--- src/logic/bridge_err_cfg.svh ---
// offsets, field positions, reset values and codes of the error, clock-run and retry block
`ifndef BRIDGE_ERR_CFG_SVH
`define BRIDGE_ERR_CFG_SVH
// register byte offsets
`define OFF_COMMAND       8'h04
`define OFF_EVENT_DISABLE 8'h64
`define OFF_SERR_STATUS   8'h68
`define OFF_CLOCK_RUN     8'h6c
`define OFF_RETRY_OPTIONS 8'h74
// field positions
`define CMD_SERR_EN_BIT   8
`define STATUS_LSB        16
`define STATUS_MSB        23
`define DISABLE_LSB       1
`define DISABLE_MSB       6
`define CR_SEC_STOPPED    24
`define CR_SEC_EN         25
`define CR_PRI_KEEP       26
`define CR_PRI_EN         27
`define CR_MODE           28
`define OPT_PRI_RD_ALIAS  1
`define OPT_PRI_WR_ALIAS  2
`define OPT_SEC_RD_ALIAS  3
`define OPT_SEC_WR_ALIAS  4
`define OPT_PRI_LM_ALIAS  5
`define OPT_SEC_LM_ALIAS  6
// reset values
`define OPTIONS_RESET     7'h6a
`define RETRY_LIMIT_DFLT  25'h1000000
// pci command codes
`define CMD_MEM_READ      4'h6
`define CMD_MEM_WRITE     4'h7
`define CMD_MEM_READ_MULT 4'hc
`define CMD_MEM_READ_LINE 4'he
`define CMD_MEM_WRITE_INV 4'hf
`endif

--- src/logic/bridge_err_pkg.sv ---
// types of the error, clock-run and retry block
package bridge_err_pkg;
    // index of each system-error event in the status byte
    typedef enum logic [2:0] {
        EV_ADDR_PARITY   = 3'b000,
        EV_POSTED_PARITY = 3'b001,
        EV_POSTED_NODLV  = 3'b010,
        EV_POSTED_TABORT = 3'b011,
        EV_POSTED_MABORT = 3'b100,
        EV_DWRITE_NODLV  = 3'b101,
        EV_DREAD_NODATA  = 3'b110,
        EV_MASTER_TMO    = 3'b111
    } serr_event_e;
    // secondary clock state
    typedef enum logic [0:0] {
        SCLK_RUN  = 1'b0,
        SCLK_STOP = 1'b1
    } sclk_state_e;
    typedef logic [24:0] retry_cnt_t;
endpackage

--- src/logic/bridge_error_clockrun_retry_options.sv ---
// system-error status, clock-run control and retry matching options of a pci bridge
//
// Strobed register access was left to the implementer.
`include "bridge_err_cfg.svh"

module bridge_error_clockrun_retry_options #(
    parameter logic [24:0] RETRY_LIMIT = `RETRY_LIMIT_DFLT
) (
    // clock and reset
    input  wire logic        core_clk,
    input  wire logic        rst,
    // register port
    input  wire logic [7:0]  reg_addr,
    input  wire logic [31:0] reg_wdata,
    input  wire logic        reg_wr,
    input  wire logic        reg_rd,
    output      logic [31:0] reg_rdata,
    // error events from the bridge core
    input  wire logic        addr_parity_evt,
    input  wire logic        posted_parity_evt,
    input  wire logic        posted_tabort_evt,
    input  wire logic        posted_mabort_evt,
    input  wire logic        master_timeout_evt,
    // delivery attempts: 0 posted, 1 delayed write, 2 delayed read
    input  wire logic [2:0]  attempt_fail,
    input  wire logic [2:0]  attempt_done,
    // system error
    output      logic        primary_system_error_out,
    // clock-run
    input  wire logic        pri_stop_req,
    input  wire logic        sec_bus_idle,
    input  wire logic        pri_req_pending,
    output      logic        sec_clock_run_control_en,
    output      logic        pri_clock_run_control_en,
    output      logic        sec_clk_stopped,
    output      logic        pri_clk_stop_allow,
    // retry matching: primary
    input  wire logic [3:0]  pri_retry_cmd,
    input  wire logic [3:0]  pri_queued_cmd,
    output      logic        pri_cmd_match,
    // retry matching: secondary
    input  wire logic [3:0]  sec_retry_cmd,
    input  wire logic [3:0]  sec_queued_cmd,
    output      logic        sec_cmd_match
);

    logic                     serr_en_r;
    logic [`DISABLE_MSB:`DISABLE_LSB] disable_r;
    logic [7:0]               status_r;
    logic                     sec_en_r;
    logic                     pri_keep_r;
    logic                     pri_en_r;
    logic                     mode_r;
    logic [6:0]               options_r;
    bridge_err_pkg::retry_cnt_t cnt_r [3];
    logic [2:0]               nodlv;
    logic [7:0]               raw_evt;
    logic [7:0]               evt_mask;
    logic [7:0]               serr_fire;
    logic [7:0]               status_nxt;
    bridge_err_pkg::sclk_state_e sclk_r;
    bridge_err_pkg::sclk_state_e sclk_nxt;
    logic                     stop_cond;
    logic [31:0]              rdata_nxt;

    // counter step: cleared on delivery, saturates at the limit
    function automatic bridge_err_pkg::retry_cnt_t cnt_step(
        input bridge_err_pkg::retry_cnt_t cnt,
        input logic fail,
        input logic done
    );
        bridge_err_pkg::retry_cnt_t r;
        r = cnt;
        if (done) begin
            r = '0;
        end else if (fail && cnt != RETRY_LIMIT) begin
            r = cnt + 25'h0000001;
        end
        return r;
    endfunction

    // is the command a line or multiple read
    function automatic logic is_lm_read(input logic [3:0] c);
        return (c == `CMD_MEM_READ_LINE) || (c == `CMD_MEM_READ_MULT);
    endfunction

    // retry command against queued command under the alias options
    function automatic logic cmd_match(
        input logic [3:0] retry,
        input logic [3:0] queued,
        input logic       rd_alias,
        input logic       wr_alias,
        input logic       lm_alias
    );
        logic m;
        m = (retry == queued);
        if (rd_alias && is_lm_read(retry) && queued == `CMD_MEM_READ) begin
            m = 1'b1;
        end
        if (lm_alias && is_lm_read(retry) && is_lm_read(queued)) begin
            m = 1'b1;
        end
        if (wr_alias && retry == `CMD_MEM_WRITE_INV && queued == `CMD_MEM_WRITE) begin
            m = 1'b1;
        end
        return m;
    endfunction

    // retry counters, one per transaction kind
    always_ff @(posedge core_clk) begin
        for (int i = 0; i < 3; i++) begin
            if (rst) begin
                cnt_r[i] <= '0;
            end else begin
                cnt_r[i] <= cnt_step(cnt_r[i], attempt_fail[i], attempt_done[i]);
            end
        end
    end

    // non-delivery on the attempt that reaches the limit
    always_comb begin
        for (int i = 0; i < 3; i++) begin
            nodlv[i] = attempt_fail[i] && !attempt_done[i]
                       && (cnt_r[i] == RETRY_LIMIT - 25'h0000001);
        end
    end

    // event vector in status bit order
    always_comb begin
        raw_evt = '0;
        raw_evt[bridge_err_pkg::EV_ADDR_PARITY]   = addr_parity_evt;
        raw_evt[bridge_err_pkg::EV_POSTED_PARITY] = posted_parity_evt;
        raw_evt[bridge_err_pkg::EV_POSTED_NODLV]  = nodlv[0];
        raw_evt[bridge_err_pkg::EV_POSTED_TABORT] = posted_tabort_evt;
        raw_evt[bridge_err_pkg::EV_POSTED_MABORT] = posted_mabort_evt;
        raw_evt[bridge_err_pkg::EV_DWRITE_NODLV]  = nodlv[1];
        raw_evt[bridge_err_pkg::EV_DREAD_NODATA]  = nodlv[2];
        raw_evt[bridge_err_pkg::EV_MASTER_TMO]    = master_timeout_evt;
    end

    // gating by disable bits and command enable
    assign evt_mask  = {1'b0, disable_r, 1'b0};
    assign serr_fire = raw_evt & ~evt_mask & {8{serr_en_r}};

    // system error pulse
    always_ff @(posedge core_clk) begin
        if (rst) begin
            primary_system_error_out <= 1'b0;
        end else begin
            primary_system_error_out <= |serr_fire;
        end
    end

    // status: write one clears, a new event wins over the clear
    always_comb begin
        status_nxt = status_r;
        if (reg_wr && reg_addr == `OFF_SERR_STATUS) begin
            status_nxt = status_r & ~reg_wdata[`STATUS_MSB:`STATUS_LSB];
        end
        status_nxt = status_nxt | serr_fire;
    end

    always_ff @(posedge core_clk) begin
        if (rst) begin
            status_r <= 8'h00;
        end else begin
            status_r <= status_nxt;
        end
    end

    // command enable and event disable registers
    always_ff @(posedge core_clk) begin
        if (rst) begin
            serr_en_r <= 1'b0;
            disable_r <= '0;
        end else if (reg_wr) begin
            if (reg_addr == `OFF_COMMAND) begin
                serr_en_r <= reg_wdata[`CMD_SERR_EN_BIT];
            end
            if (reg_addr == `OFF_EVENT_DISABLE) begin
                disable_r <= reg_wdata[`DISABLE_MSB:`DISABLE_LSB];
            end
        end
    end

    // clock-run control
    always_ff @(posedge core_clk) begin
        if (rst) begin
            sec_en_r   <= 1'b0;
            pri_keep_r <= 1'b0;
            pri_en_r   <= 1'b0;
            mode_r     <= 1'b0;
        end else if (reg_wr && reg_addr == `OFF_CLOCK_RUN) begin
            sec_en_r   <= reg_wdata[`CR_SEC_EN];
            pri_keep_r <= reg_wdata[`CR_PRI_KEEP];
            pri_en_r   <= reg_wdata[`CR_PRI_EN];
            mode_r     <= reg_wdata[`CR_MODE];
        end
    end

    // stop condition for the secondary clock
    assign stop_cond = mode_r ? (sec_bus_idle && !pri_req_pending) : pri_stop_req;

    // secondary clock state
    always_comb begin
        sclk_nxt = sclk_r;
        unique case (sclk_r)
            bridge_err_pkg::SCLK_RUN: begin
                if (sec_en_r && stop_cond) begin
                    sclk_nxt = bridge_err_pkg::SCLK_STOP;
                end
            end
            bridge_err_pkg::SCLK_STOP: begin
                if (!sec_en_r || !stop_cond) begin
                    sclk_nxt = bridge_err_pkg::SCLK_RUN;
                end
            end
        endcase
    end

    always_ff @(posedge core_clk) begin
        if (rst) begin
            sclk_r <= bridge_err_pkg::SCLK_RUN;
        end else begin
            sclk_r <= sclk_nxt;
        end
    end

    // clock-run outputs
    always_ff @(posedge core_clk) begin
        if (rst) begin
            sec_clock_run_control_en      <= 1'b0;
            pri_clock_run_control_en      <= 1'b0;
            sec_clk_stopped    <= 1'b0;
            pri_clk_stop_allow <= 1'b0;
        end else begin
            sec_clock_run_control_en      <= sec_en_r;
            pri_clock_run_control_en      <= pri_en_r;
            sec_clk_stopped    <= (sclk_nxt == bridge_err_pkg::SCLK_STOP);
            pri_clk_stop_allow <= pri_en_r && !pri_keep_r
                                  && (sclk_nxt == bridge_err_pkg::SCLK_STOP);
        end
    end

    // retry option register
    always_ff @(posedge core_clk) begin
        if (rst) begin
            options_r <= `OPTIONS_RESET;
        end else if (reg_wr && reg_addr == `OFF_RETRY_OPTIONS) begin
            options_r <= {reg_wdata[`OPT_SEC_LM_ALIAS:`OPT_PRI_RD_ALIAS], 1'b0};
        end
    end

    // registered match results
    always_ff @(posedge core_clk) begin
        if (rst) begin
            pri_cmd_match <= 1'b0;
            sec_cmd_match <= 1'b0;
        end else begin
            pri_cmd_match <= cmd_match(pri_retry_cmd, pri_queued_cmd,
                                       options_r[`OPT_PRI_RD_ALIAS],
                                       options_r[`OPT_PRI_WR_ALIAS],
                                       options_r[`OPT_PRI_LM_ALIAS]);
            sec_cmd_match <= cmd_match(sec_retry_cmd, sec_queued_cmd,
                                       options_r[`OPT_SEC_RD_ALIAS],
                                       options_r[`OPT_SEC_WR_ALIAS],
                                       options_r[`OPT_SEC_LM_ALIAS]);
        end
    end

    // read mux, unmapped reads zero
    always_comb begin
        rdata_nxt = '0;
        unique case (reg_addr)
            `OFF_COMMAND: rdata_nxt[`CMD_SERR_EN_BIT] = serr_en_r;
            `OFF_EVENT_DISABLE: rdata_nxt[`DISABLE_MSB:`DISABLE_LSB] = disable_r;
            `OFF_SERR_STATUS: rdata_nxt[`STATUS_MSB:`STATUS_LSB] = status_r;
            `OFF_CLOCK_RUN: begin
                rdata_nxt[`CR_SEC_STOPPED] = (sclk_r == bridge_err_pkg::SCLK_STOP);
                rdata_nxt[`CR_SEC_EN]      = sec_en_r;
                rdata_nxt[`CR_PRI_KEEP]    = pri_keep_r;
                rdata_nxt[`CR_PRI_EN]      = pri_en_r;
                rdata_nxt[`CR_MODE]        = mode_r;
            end
            `OFF_RETRY_OPTIONS: rdata_nxt[6:0] = options_r;
            default: rdata_nxt = '0;
        endcase
    end

    // read data only in the cycle after the strobe
    always_ff @(posedge core_clk) begin
        if (rst) begin
            reg_rdata <= '0;
        end else begin
            reg_rdata <= reg_rd ? rdata_nxt : 32'h00000000;
        end
    end
endmodule

--- config.mk ---
export PLATFORM = sky130hd
export DESIGN_NAME = bridge_error_clockrun_retry_options
export DESIGN_NICKNAME = d
export VERILOG_FILES = /design/src/logic/bridge_err_pkg.sv /design/src/logic/bridge_error_clockrun_retry_options.sv
export VERILOG_INCLUDE_DIRS = /design/src /design/src/logic
export SDC_FILE = /design/constraint.sdc
export NUM_CORES = 1
export LEC_CHECK = 0
export ABC_AREA = 1
export BUFFER_PORTS_ARGS = -buffer_cell sky130_fd_sc_hd__clkbuf_2
export CAP_MARGIN = 20
export CORE_ASPECT_RATIO = 0.9
export CORE_MARGIN = 2
export CORE_UTILIZATION = 58
export DETAILED_ROUTE_END_ITERATION = 16
export GPL_TIMING_DRIVEN = 0
export PLACE_DENSITY = 0.85
export SLEW_MARGIN = 20
export SYNTH_ARGS = -nofsm -noshare
export SYNTH_HDL_FRONTEND = slang
export SYNTH_SLANG_ARGS = --single-unit
--- constraint.sdc ---
create_clock -name core_clk -period 2 [get_ports core_clk]
set_input_delay 0.1 -clock core_clk [delete_from_list [all_inputs] [get_ports core_clk]]
set_output_delay 0.1 -clock core_clk [all_outputs]
set_load 0.05 [all_outputs]
==> metrics, run 1 <==
overall die width=124 um; r2r worst-path depth=9; Final Hold Fails=0; worst-margin pin slew=0.741 ns; Crit-path slowest cell=dlygate4sd3_1; total power=5970 uW; iteration-0 DRC count of the detailed router=747; Die Ht=112 um; Cells on Worst Hold Path=3; fin. max-slew vios=0; CTS Root Cell=clkbuf_16; pwr dens=662 mW/mm^2; Max Fanout on Critical Path=7; min cycle time layout=1.96 ns; Mapped Area=0.00748 sq mm; Final period util=97.9%; DR pass1 iterations=7; syn_area_per_cell=6.62 sq um; CP dominant cell by count=nand2_1; Netlist cell types=35; HP Start=reg_wdata[27]; clock slew at reported path FFs=0.06 ns; share of layout cells above drive strength 1=19.5%; placement row count=39; gpl congestion=0.919; post-DP HPWL=13800 um; Hold EP=pri_en_r; VDD IR max=0.000675 V; antenna-violating nets left=0; first-pass GRT wire length=32100 um; Crit. End Element=register; Worst EP required=2.32 ns; ys flop type=dfxtp_1; Leak Pwr=0.00337 uW; # IOs=113; Die ar.=0.0138 sq mm; GRT Total Usage=29.0%; antenna violations before repair=0; final setup violation count=0; Yosys reg bits=127; Reg area=0.00254 sq mm; Cells after Synth=1129; core area=0.0126 sq mm; Fmax=0.511 GHz; Bufs on Longest Clock Path=2; placed cell count=1386; Critical Path, Cell by Cell=dlygate4sd3_1 -> clkbuf_2 -> nand2_2 -> nor3_4 -> nand2_1 -> nor2_4 -> nand2_1 -> nand2_1 -> a21oi_1 -> dlygate4sd3_1; nets=1351; TNS Setup=0 ns; clock skew=0.00809 ns; TritonCTS clock tree=yes; status=completed; Filler cells=993; Clock H-tree levels=4; ys async rst share=0%; drt via density=5.26; YS warnings=0; via count=7618; fin cells=1448; CP peak stage delay=0.58 ns; worst hold path class=in -> reg; MaxCap Viol Count=0; Residual DRC=0; Post-synth EDFFs=0; starting density of the core=59.2%; Critical Path AT=2.28 ns; PortBufs=82; gr ovfl total=0; Num CTS Buffers=17; clock tree sinks=127; clock latency on the worst-skew pair=0.43 ns; Syn-to-layout area delta=20.5%; Max-slew headroom=50.6%; largest net degree at the start of global routing=17; worst r2r src=cnt_r[0][1]; CP Class=in -> reg; routed wire length=19900 um; Crit Reg-Reg Endpoint=status_r[2]; WL/cell=13.8 um; worst reg-to-reg setup slack=0.15 ns; antenna diode count=0; area of the multi-input gates=0.00435 sq mm; register area share after synthesis=34.0%; vias in the first global route=7026; CP Launch Type=primary input
-- stage by stage --
stage / hold slack, ns / setup slack [ns] / area (sq um) / util (%)
after detailed placement: 0.348 / 0.130 / 8130 / 64.4
after CTS: 0.000175 / 0.111 / 8950 / 70.9
after floorplan: 0.226 / 0.527 / 7520 / -
after global routing: 0.0154 / -0.0405 / 9010 / 71.3
final: 0.00697 / 0.0424 / 9010 / 71.3
after global placement: 0.331 / 0.181 / 8130 / 64.4
-- worst max-delay path by stage --
stage,from,to,slack (ns),cells past startpoint
3_5_place_dp,cnt_r[0][0],primary_system_error_out,0.13,9
5_1_grt,reg_addr[6],status_r[0],-0.04,10
6_report,reg_addr[6],status_r[0],0.04,10
3_3_place_gp,cnt_r[0][0],cnt_r[0][16],0.18,8
2_1_floorplan,cnt_r[0][0],cnt_r[0][16],0.53,8
4_1_cts,reg_addr[6],status_r[0],0.11,10
-- placed cells by master (no fill, tap or decap), types with 2 or more instances in the layout --
cell type      synthesis  routed
buf_4                 12      17
nor3_1                 5       5
xor2_1                28      28
o21ai_0               16      16
nand3_4                3       3
o2111ai_1              2       2
clkbuf_1              10      10
nand3_1               76      76
inv_6                  0       4
nor2_2                17      16
nand4_1               11      11
dfxtp_1              127     126
dlygate4sd3_1          0      25
nor2_4                 4       5
nor2_1               177     177
buf_2                  3       3
xnor2_1               21      21
buf_6                  8       8
clkbuf_2               0      82
clkbuf_16              0      17
nand2_2               25      26
clkinv_4               0       4
buf_1                  3       3
a21oi_1               59      59
nand3_2                2       2
nor4_1                 2       2
nand2_1              368     367
nand2_8                3       3
a21oi_2               43      43
clkinv_2               0       2
buf_12                 2       2
inv_1                 86      86
conb_1                 1      12
inv_4                  3       3
ha_1                   6       5
clkinvlp_4             0       3
-- report_power, final --
part           switching [uW]  internal, uW
logic                     270           155
clock network            1240          1750
registers                9.17          2540
-- synthesized netlist by cell type, types with 5 or more instances --
cell / instances / area (sq um)
a21oi_1: 59 / 295
a21oi_2: 43 / 377
buf_4: 12 / 90.1
buf_6: 8 / 90.1
clkbuf_1: 10 / 37.5
dfxtp_1: 127 / 2540
ha_1: 6 / 75.1
inv_1: 86 / 323
nand2_1: 368 / 1380
nand2_2: 25 / 156
nand3_1: 76 / 380
nand4_1: 11 / 68.8
nor2_1: 177 / 664
nor2_2: 17 / 106
nor3_1: 5 / 25.0
o21ai_0: 16 / 80.1
xnor2_1: 21 / 184
xor2_1: 28 / 245
-- registers in the layout, summed over array words and instances (netlist names) --
| signal | count |
|---|---|
| cnt_r | 75 |
| reg_rdata | 20 |
| status_r | 8 |
| disable_r | 6 |
| options_r | 6 |
| mode_r | 1 |
| pri_clk_stop_allow | 1 |
| pri_clock_run_control_en | 1 |
| pri_cmd_match | 1 |
| pri_en_r | 1 |
| pri_keep_r | 1 |
| primary_system_error_out | 1 |
| sec_clk_stopped | 1 |
| sec_clock_run_control_en | 1 |
| sec_cmd_match | 1 |
| sec_en_r | 1 |
| serr_en_r | 1 |
-- worst max-delay path: cells and delay by family --
family                 cells  cell delay (ns)
and+or+nand+nor            6             0.87
buffers and inverters      3             1.24
AOI/OAI and AO/OA          1             0.06
-- logic make-up (layout without fill, tap and decap cells) --
kind of cell             Yosys count  after routing  synth area share, %
AO/OA/AOI/OAI                    120            120                 10.3
XOR/XNOR                          49             49                 5.74
adder cells (fa/ha/maj)            6              6                 1.00
buffers and inverters            128            272                 8.57
flip-flops                       127            127                 34.0
other                              1             12               0.0502
AND/OR/NAND/NOR                  698            698                 40.3
-- final cells by class --
| type | count | share of cell area (%) |
|---|---|---|
| Buffer | 39 | 3.32 |
| Clock buffer | 18 | 4.87 |
| Multi-Input combinational cell | 885 | 48.3 |
| Timing Repair Buffer | 112 | 7.75 |
| Tap cell | 164 | 2.28 |
| Sequential cell | 127 | 28.2 |
| Inverter | 89 | 3.79 |
| Clock inverter | 14 | 1.47 |
-- metal layers --
metal	wire, um	vias to the layer above	part of all wire [%]	track usage [%]
met5	0	-	0	0
met4	629	0	3.2	11.9
met3	1360	66	6.8	5.69
met2	9300	289	47	48.2
met1	8660	3447	43	36.6
li1	-	3816	-	-
-- what timing repair did --
action,4_1_cts,5_1_grt
endpoints found under the hold margin,28,0
endpoints found under the setup margin,0,5
resized for setup,0,5
setup buffers,0,5
hold buffers,25,0
Power figures use the tool's default switching activity.
==> run 2, diff against run 1 <==
--- a/config.mk
+++ b/config.mk
@@ -9,7 +9,7 @@
 export ABC_AREA = 1
 export BUFFER_PORTS_ARGS = -buffer_cell sky130_fd_sc_hd__clkbuf_2
 export CAP_MARGIN = 20
-export CORE_ASPECT_RATIO = 0.9
+export CORE_ASPECT_RATIO = 1.75
 export CORE_MARGIN = 2
 export CORE_UTILIZATION = 58
 export DETAILED_ROUTE_END_ITERATION = 16
==> run 2 against run 1 <==
  * Clock-buffer cell count down 1
  * Largest power group unchanged
  * Highest routed layer unchanged
  * Maximum frequency increased by 4.2%
  * Utilization grew 1.4 points
==> metrics, run 2 (synthesis gave the netlist of run 1 again) <==
status=completed; Filler cells=981; Num CTS Buffers=17; GRT Total Usage=29.8%; worst reg-to-reg setup slack=0.20 ns; Bufs on Longest Clock Path=2; Critical Path AT=2.19 ns; worst-margin pin slew=0.831 ns; most frequent cells in the layout=nand2_1 (367), nor2_1 (177), dfxtp_1 (126); first-pass GRT wire length=33900 um; fin. max-slew vios=0; share of layout cells above drive strength 1=19.5%; antenna-violating nets left=0; Residual DRC=0; Crit-path slowest cell=dlygate4sd3_1; TNS Setup=0 ns; Min Hold Slack=0.0145 ns; Max Fanout on Critical Path=8; Syn-to-layout area delta=21.5%; CP Launch Type=primary input; HP Start=rst; routed wire length=20500 um; VDD IR max=0.000519 V; Biggest register=cnt_r; Die Ht=154 um; nets=1352; max reg flops=75; largest net degree at the start of global routing=17; CTS Root Cell=clkbuf_16; Top Family by Delay on Critical Path=buffers and inverters; pwr dens=686 mW/mm^2; Max-slew headroom=44.6%; CP peak stage delay=0.58 ns; Crit. End Element=register; antenna violations before repair=1; gpl congestion=0.975; CP Class=in -> reg; Critical Path, Cell by Cell=dlygate4sd3_1 -> clkbuf_2 -> nand2_2 -> nor3_4 -> nand2_1 -> nor2_4 -> nand2_1 -> nand2_1 -> a21oi_1 -> dlygate4sd3_1; Final Hold Fails=0; worst r2r src=cnt_r[2][1]; Worst EP required=2.31 ns; Final period util=93.9%; Crit Reg-Reg Endpoint=cnt_r[2][16]; overall die width=89.8 um; post-DP HPWL=14800 um; drt via density=5.34; PortBufs=82; Clock H-tree levels=4; # IOs=113; unrepaired setup endpoints after global routing=false; Buffers & Inverters on Critical Path=3; iteration-0 DRC count of the detailed router=444; Fmax=0.532 GHz; clock tree sinks=127; final setup violation count=0; clock skew=0.00786 ns; Leak Pwr=0.00339 uW; placement row count=54; worst hold path class=in -> reg; clock latency on the worst-skew pair=0.42 ns; Hold EP=pri_clk_stop_allow; most common cell after layout, fill and taps aside=nand2_1; biggest registers after layout=cnt_r: 75 flops, reg_rdata: 20 flops, status_r: 8 flops; r2r worst-path depth=8; min cycle time layout=1.88 ns; core area=0.0125 sq mm; TritonCTS clock tree=yes; vias in the first global route=7657; via count=7761; Die ar.=0.0138 sq mm; WL/cell=14.1 um; clock slew at reported path FFs=0.07 ns; MaxCap Viol Count=0; Cells on Worst Hold Path=2; DR pass1 iterations=6; CP dominant cell by count=nand2_1; gr ovfl total=0; starting density of the core=59.8%
[run 2: cell count changes in the layout (fill, tap and decap cells not counted), sizes merged]
cell	previous run	this run
inv	93	97
dlygate4sd3	25	28
buf	34	32
clkinv	6	4
clkinvlp	3	1
bufinv	1	2
clkbuf	110	109
diode	0	1
[run 2: per-stage QoR]
step	util, %	setup WS, ns	cell area (sq um)	power (uW)	std cells
after floorplan	-	0.527	7520	2850	1140
after global placement	65.1	0.124	8140	2970	1390
after detailed placement	65.1	0.109	8140	2980	1390
after CTS	72.3	0.0363	9040	6240	1450
after global routing	72.7	0.0163	9090	6380	1454
final	72.7	0.122	9090	6240	1454
[run 2: layout make-up]
type / instances / area (sq um) / area share [%]
inverter: 89 / 342 / 3.76
buffer: 39 / 299 / 3.29
clock inverter: 15 / 198 / 2.18
multi-input combinational: 885 / 4350 / 47.9
sequential: 127 / 2540 / 28.0
tap: 168 / 210 / 2.31
timing repair buffer: 113 / 713 / 7.85
clock buffer: 17 / 425 / 4.68
antenna: 1 / 2.50 / 0.0275
[run 2: power breakdown]
part	switching [uW]	internal [uW]	leakage (uW)	total, uW
registers	9.17	2540	0.00102	2550
logic	274	159	0.00207	433
clock network	1350	1910	0.000302	3260
total	1630	4600	0.00339	6240
[run 2: worst reg2reg max path, cell delays in order, from the launching register on]
cell and delay, ns:
dfxtp_1 0.42, ha_1 0.34, inv_1 0.11, nor2_4 0.23, nand2_4 0.11, nor2_2 0.16
xor2_1 0.17, nand2_1 0.08, a21oi_2 0.12
[run 2: timing repair]
item / CTS / global route
buffers inserted: 0 / 3
endpoints found under the hold margin: 29 / 0
resized for setup: 0 / 6
endpoints found under the setup margin: 0 / 6
hold buffers: 28 / 0
[run 2: how the worst max path moves through the flow]
stage	from	to	slack, ns	cells after the start
4_1_cts	reg_addr[6]	status_r[0]	0.04	10
3_3_place_gp	cnt_r[0][0]	primary_system_error_out	0.12	9
6_report	reg_addr[6]	status_r[7]	0.12	10
5_1_grt	reg_addr[6]	status_r[7]	0.02	10
2_1_floorplan	cnt_r[0][0]	cnt_r[0][16]	0.53	8
3_5_place_dp	cnt_r[0][0]	primary_system_error_out	0.11	9
[run 2: layer usage]
| metal | GRT usage, % | vias to the layer above | share of wire (%) |
|---|---|---|---|
| li1 | - | 3818 | - |
| met1 | 31.1 | 3523 | 37 |
| met2 | 54.9 | 313 | 51 |
| met3 | 4.09 | 107 | 5.0 |
| met4 | 20.7 | 0 | 6.6 |
| met5 | 0 | - | 0 |
==> run 3, diff against run 2 <==
--- a/config.mk
+++ b/config.mk
@@ -9,7 +9,7 @@
 export ABC_AREA = 1
 export BUFFER_PORTS_ARGS = -buffer_cell sky130_fd_sc_hd__clkbuf_2
 export CAP_MARGIN = 20
-export CORE_ASPECT_RATIO = 1.75
+export CORE_ASPECT_RATIO = 0.7
 export CORE_MARGIN = 2
 export CORE_UTILIZATION = 58
 export DETAILED_ROUTE_END_ITERATION = 16
==> run 3 against run 2 <==
  * Clock skew is 0.0026 ns higher
  * Sequential power hardly changed
  * Combinational power is 1% lower
  * Power is 3.1% higher
  * Non-clock buffer count is 3 lower
  * Register-to-register slack worse by 0.04 ns
  * Wire length hardly changed
  * Via count is 0.30% lower
  * Largest cell class unchanged
  * Critical path depth is 1 lower
==> metrics, run 3 (synthesis gave the netlist of run 1 again) <==
status=completed; routed wire length=20600 um; TritonCTS clock tree=yes; Crit Reg-Reg Endpoint=primary_system_error_out; Cells on Worst Hold Path=4; CP peak stage delay=0.58 ns; worst r2r src=cnt_r[0][1]; CP Class=in -> reg; Hold EP=cnt_r[2][0]; CTS Root Cell=clkbuf_16; max reg flops=75; VDD IR max=0.000712 V; Leak Pwr=0.00339 uW; PortBufs=82; Fmax=0.527 GHz; post-route setup slack=0.103 ns; Die Ht=99.0 um; MaxCap Viol Count=0; iteration-0 DRC count of the detailed router=624; CP Launch Type=primary input; Reg area=0.00254 sq mm; pwr dens=709 mW/mm^2; Worst EP required=2.30 ns; Critical Path, Cell by Cell=dlygate4sd3_1 -> clkbuf_2 -> nor3_4 -> nand2_1 -> nor2_4 -> nand2_1 -> nand2_1 -> a21oi_1 -> dlygate4sd3_1; Min Hold Slack=0.00948 ns; # IOs=113; Final Hold Fails=0; Buffers & Inverters on Critical Path=3; Crit-path slowest cell=dlygate4sd3_1; Die ar.=0.0138 sq mm; largest net degree at the start of global routing=17; Clock H-tree levels=4; antenna diode count=0; gpl congestion=0.975; worst-margin pin slew=0.775 ns; Biggest register=cnt_r; r2r worst-path depth=9; clock tree sinks=127; via count=7738; CP dominant cell by count=nand2_1; Max-slew headroom=48.4%; vias in the first global route=7068; nets=1349; drt via density=5.36; unrepaired setup endpoints after global routing=false; gr ovfl total=0; clock slew at reported path FFs=0.06 ns; first-pass GRT wire length=33700 um; share of layout cells above drive strength 1=19.2%; Num CTS Buffers=17; clock latency on the worst-skew pair=0.43 ns; Top Family by Delay on Critical Path=buffers and inverters; overall die width=140 um; Final period util=94.8%; area of the multi-input gates=0.00435 sq mm; post-DP HPWL=14200 um; Crit. End Element=register; starting density of the core=59.8%; clock skew=0.0105 ns; worst reg-to-reg setup slack=0.16 ns; most common cell after layout, fill and taps aside=nand2_1; min cycle time layout=1.90 ns; Syn-to-layout area delta=21.4%; WL/cell=14.2 um; antenna violations before repair=0; worst hold path class=in -> reg; Critical Path AT=2.20 ns; Bufs on Longest Clock Path=2; TNS Setup=0 ns; GRT Total Usage=29.7%; Filler cells=965; final setup violation count=0; Max Fanout on Critical Path=5; most frequent cells in the layout=nand2_1 (368), nor2_1 (177), dfxtp_1 (125); DR pass1 iterations=5; antenna-violating nets left=0; fin. max-slew vios=0; pre-CTS WS=0.110 ns; Residual DRC=0; placement row count=34; HP Start=attempt_done[2]; biggest registers after layout=cnt_r: 75 flops, reg_rdata: 20 flops, status_r: 8 flops; core area=0.0125 sq mm
-- run 3: repair_timing --
action                                 4_1_cts  5_1_grt
setup endpoints to repair                    0       13
endpoints found under the hold margin       26        0
hold buffers                                26        0
buffers inserted                             0        2
gates resized for setup                      0        5
-- run 3: worst max path at each step --
| stage | end | cells past startpoint | startpoint | slack (ns) |
|---|---|---|---|---|
| 3_5_place_dp | primary_system_error_out | 9 | cnt_r[0][0] | 0.11 |
| 6_report | status_r[7] | 9 | reg_addr[4] | 0.10 |
| 5_1_grt | primary_system_error_out | 9 | cnt_r[0][1] | 0.001 |
| 2_1_floorplan | cnt_r[0][16] | 8 | cnt_r[0][0] | 0.53 |
| 4_1_cts | status_r[7] | 9 | reg_addr[4] | 0.03 |
| 3_3_place_gp | primary_system_error_out | 9 | cnt_r[0][0] | 0.13 |
-- run 3: routing by layer --
metal	global-route usage, %	wire (um)
met5	0	0
met4	9.77	474
met3	6.41	1650
met2	47.2	9250
met1	40.5	9190
-- run 3: layout make-up --
class	count	share of cell area, %
buffer	39	3.30
sequential	127	28.1
timing repair buffer	110	7.56
tap	162	2.23
clock inverter	12	2.29
multi-input combinational	885	47.9
inverter	89	3.77
clock buffer	19	4.88
-- run 3: tightest hold or removal path: cells and delay by family --
kind,cells,cell delay [ns]
buffers and inverters,1,0.11
AO/OA/AOI/OAI,1,0.07
AND/OR/NAND/NOR,2,0.11
-- run 3: per-stage QoR --
step	util (%)	power, uW	instance area [sq um]	instances
CTS	72.3	6420	9040	1441
global placement	65.0	2970	8130	1384
detailed placement	65.0	2980	8130	1384
finish	72.5	6430	9070	1443
global route	72.5	6600	9070	1443
floorplan	-	2850	7520	1140
-- run 3: where the power goes --
| group | leakage, uW | total (uW) | switching, uW | internal, uW |
|---|---|---|---|---|
| combinational | 0.00206 | 428 | 274 | 154 |
| sequential | 0.00102 | 2550 | 10.2 | 2540 |
| clock | 0.000306 | 3450 | 1200 | 2250 |
| total | 0.00339 | 6430 | 1490 | 4940 |
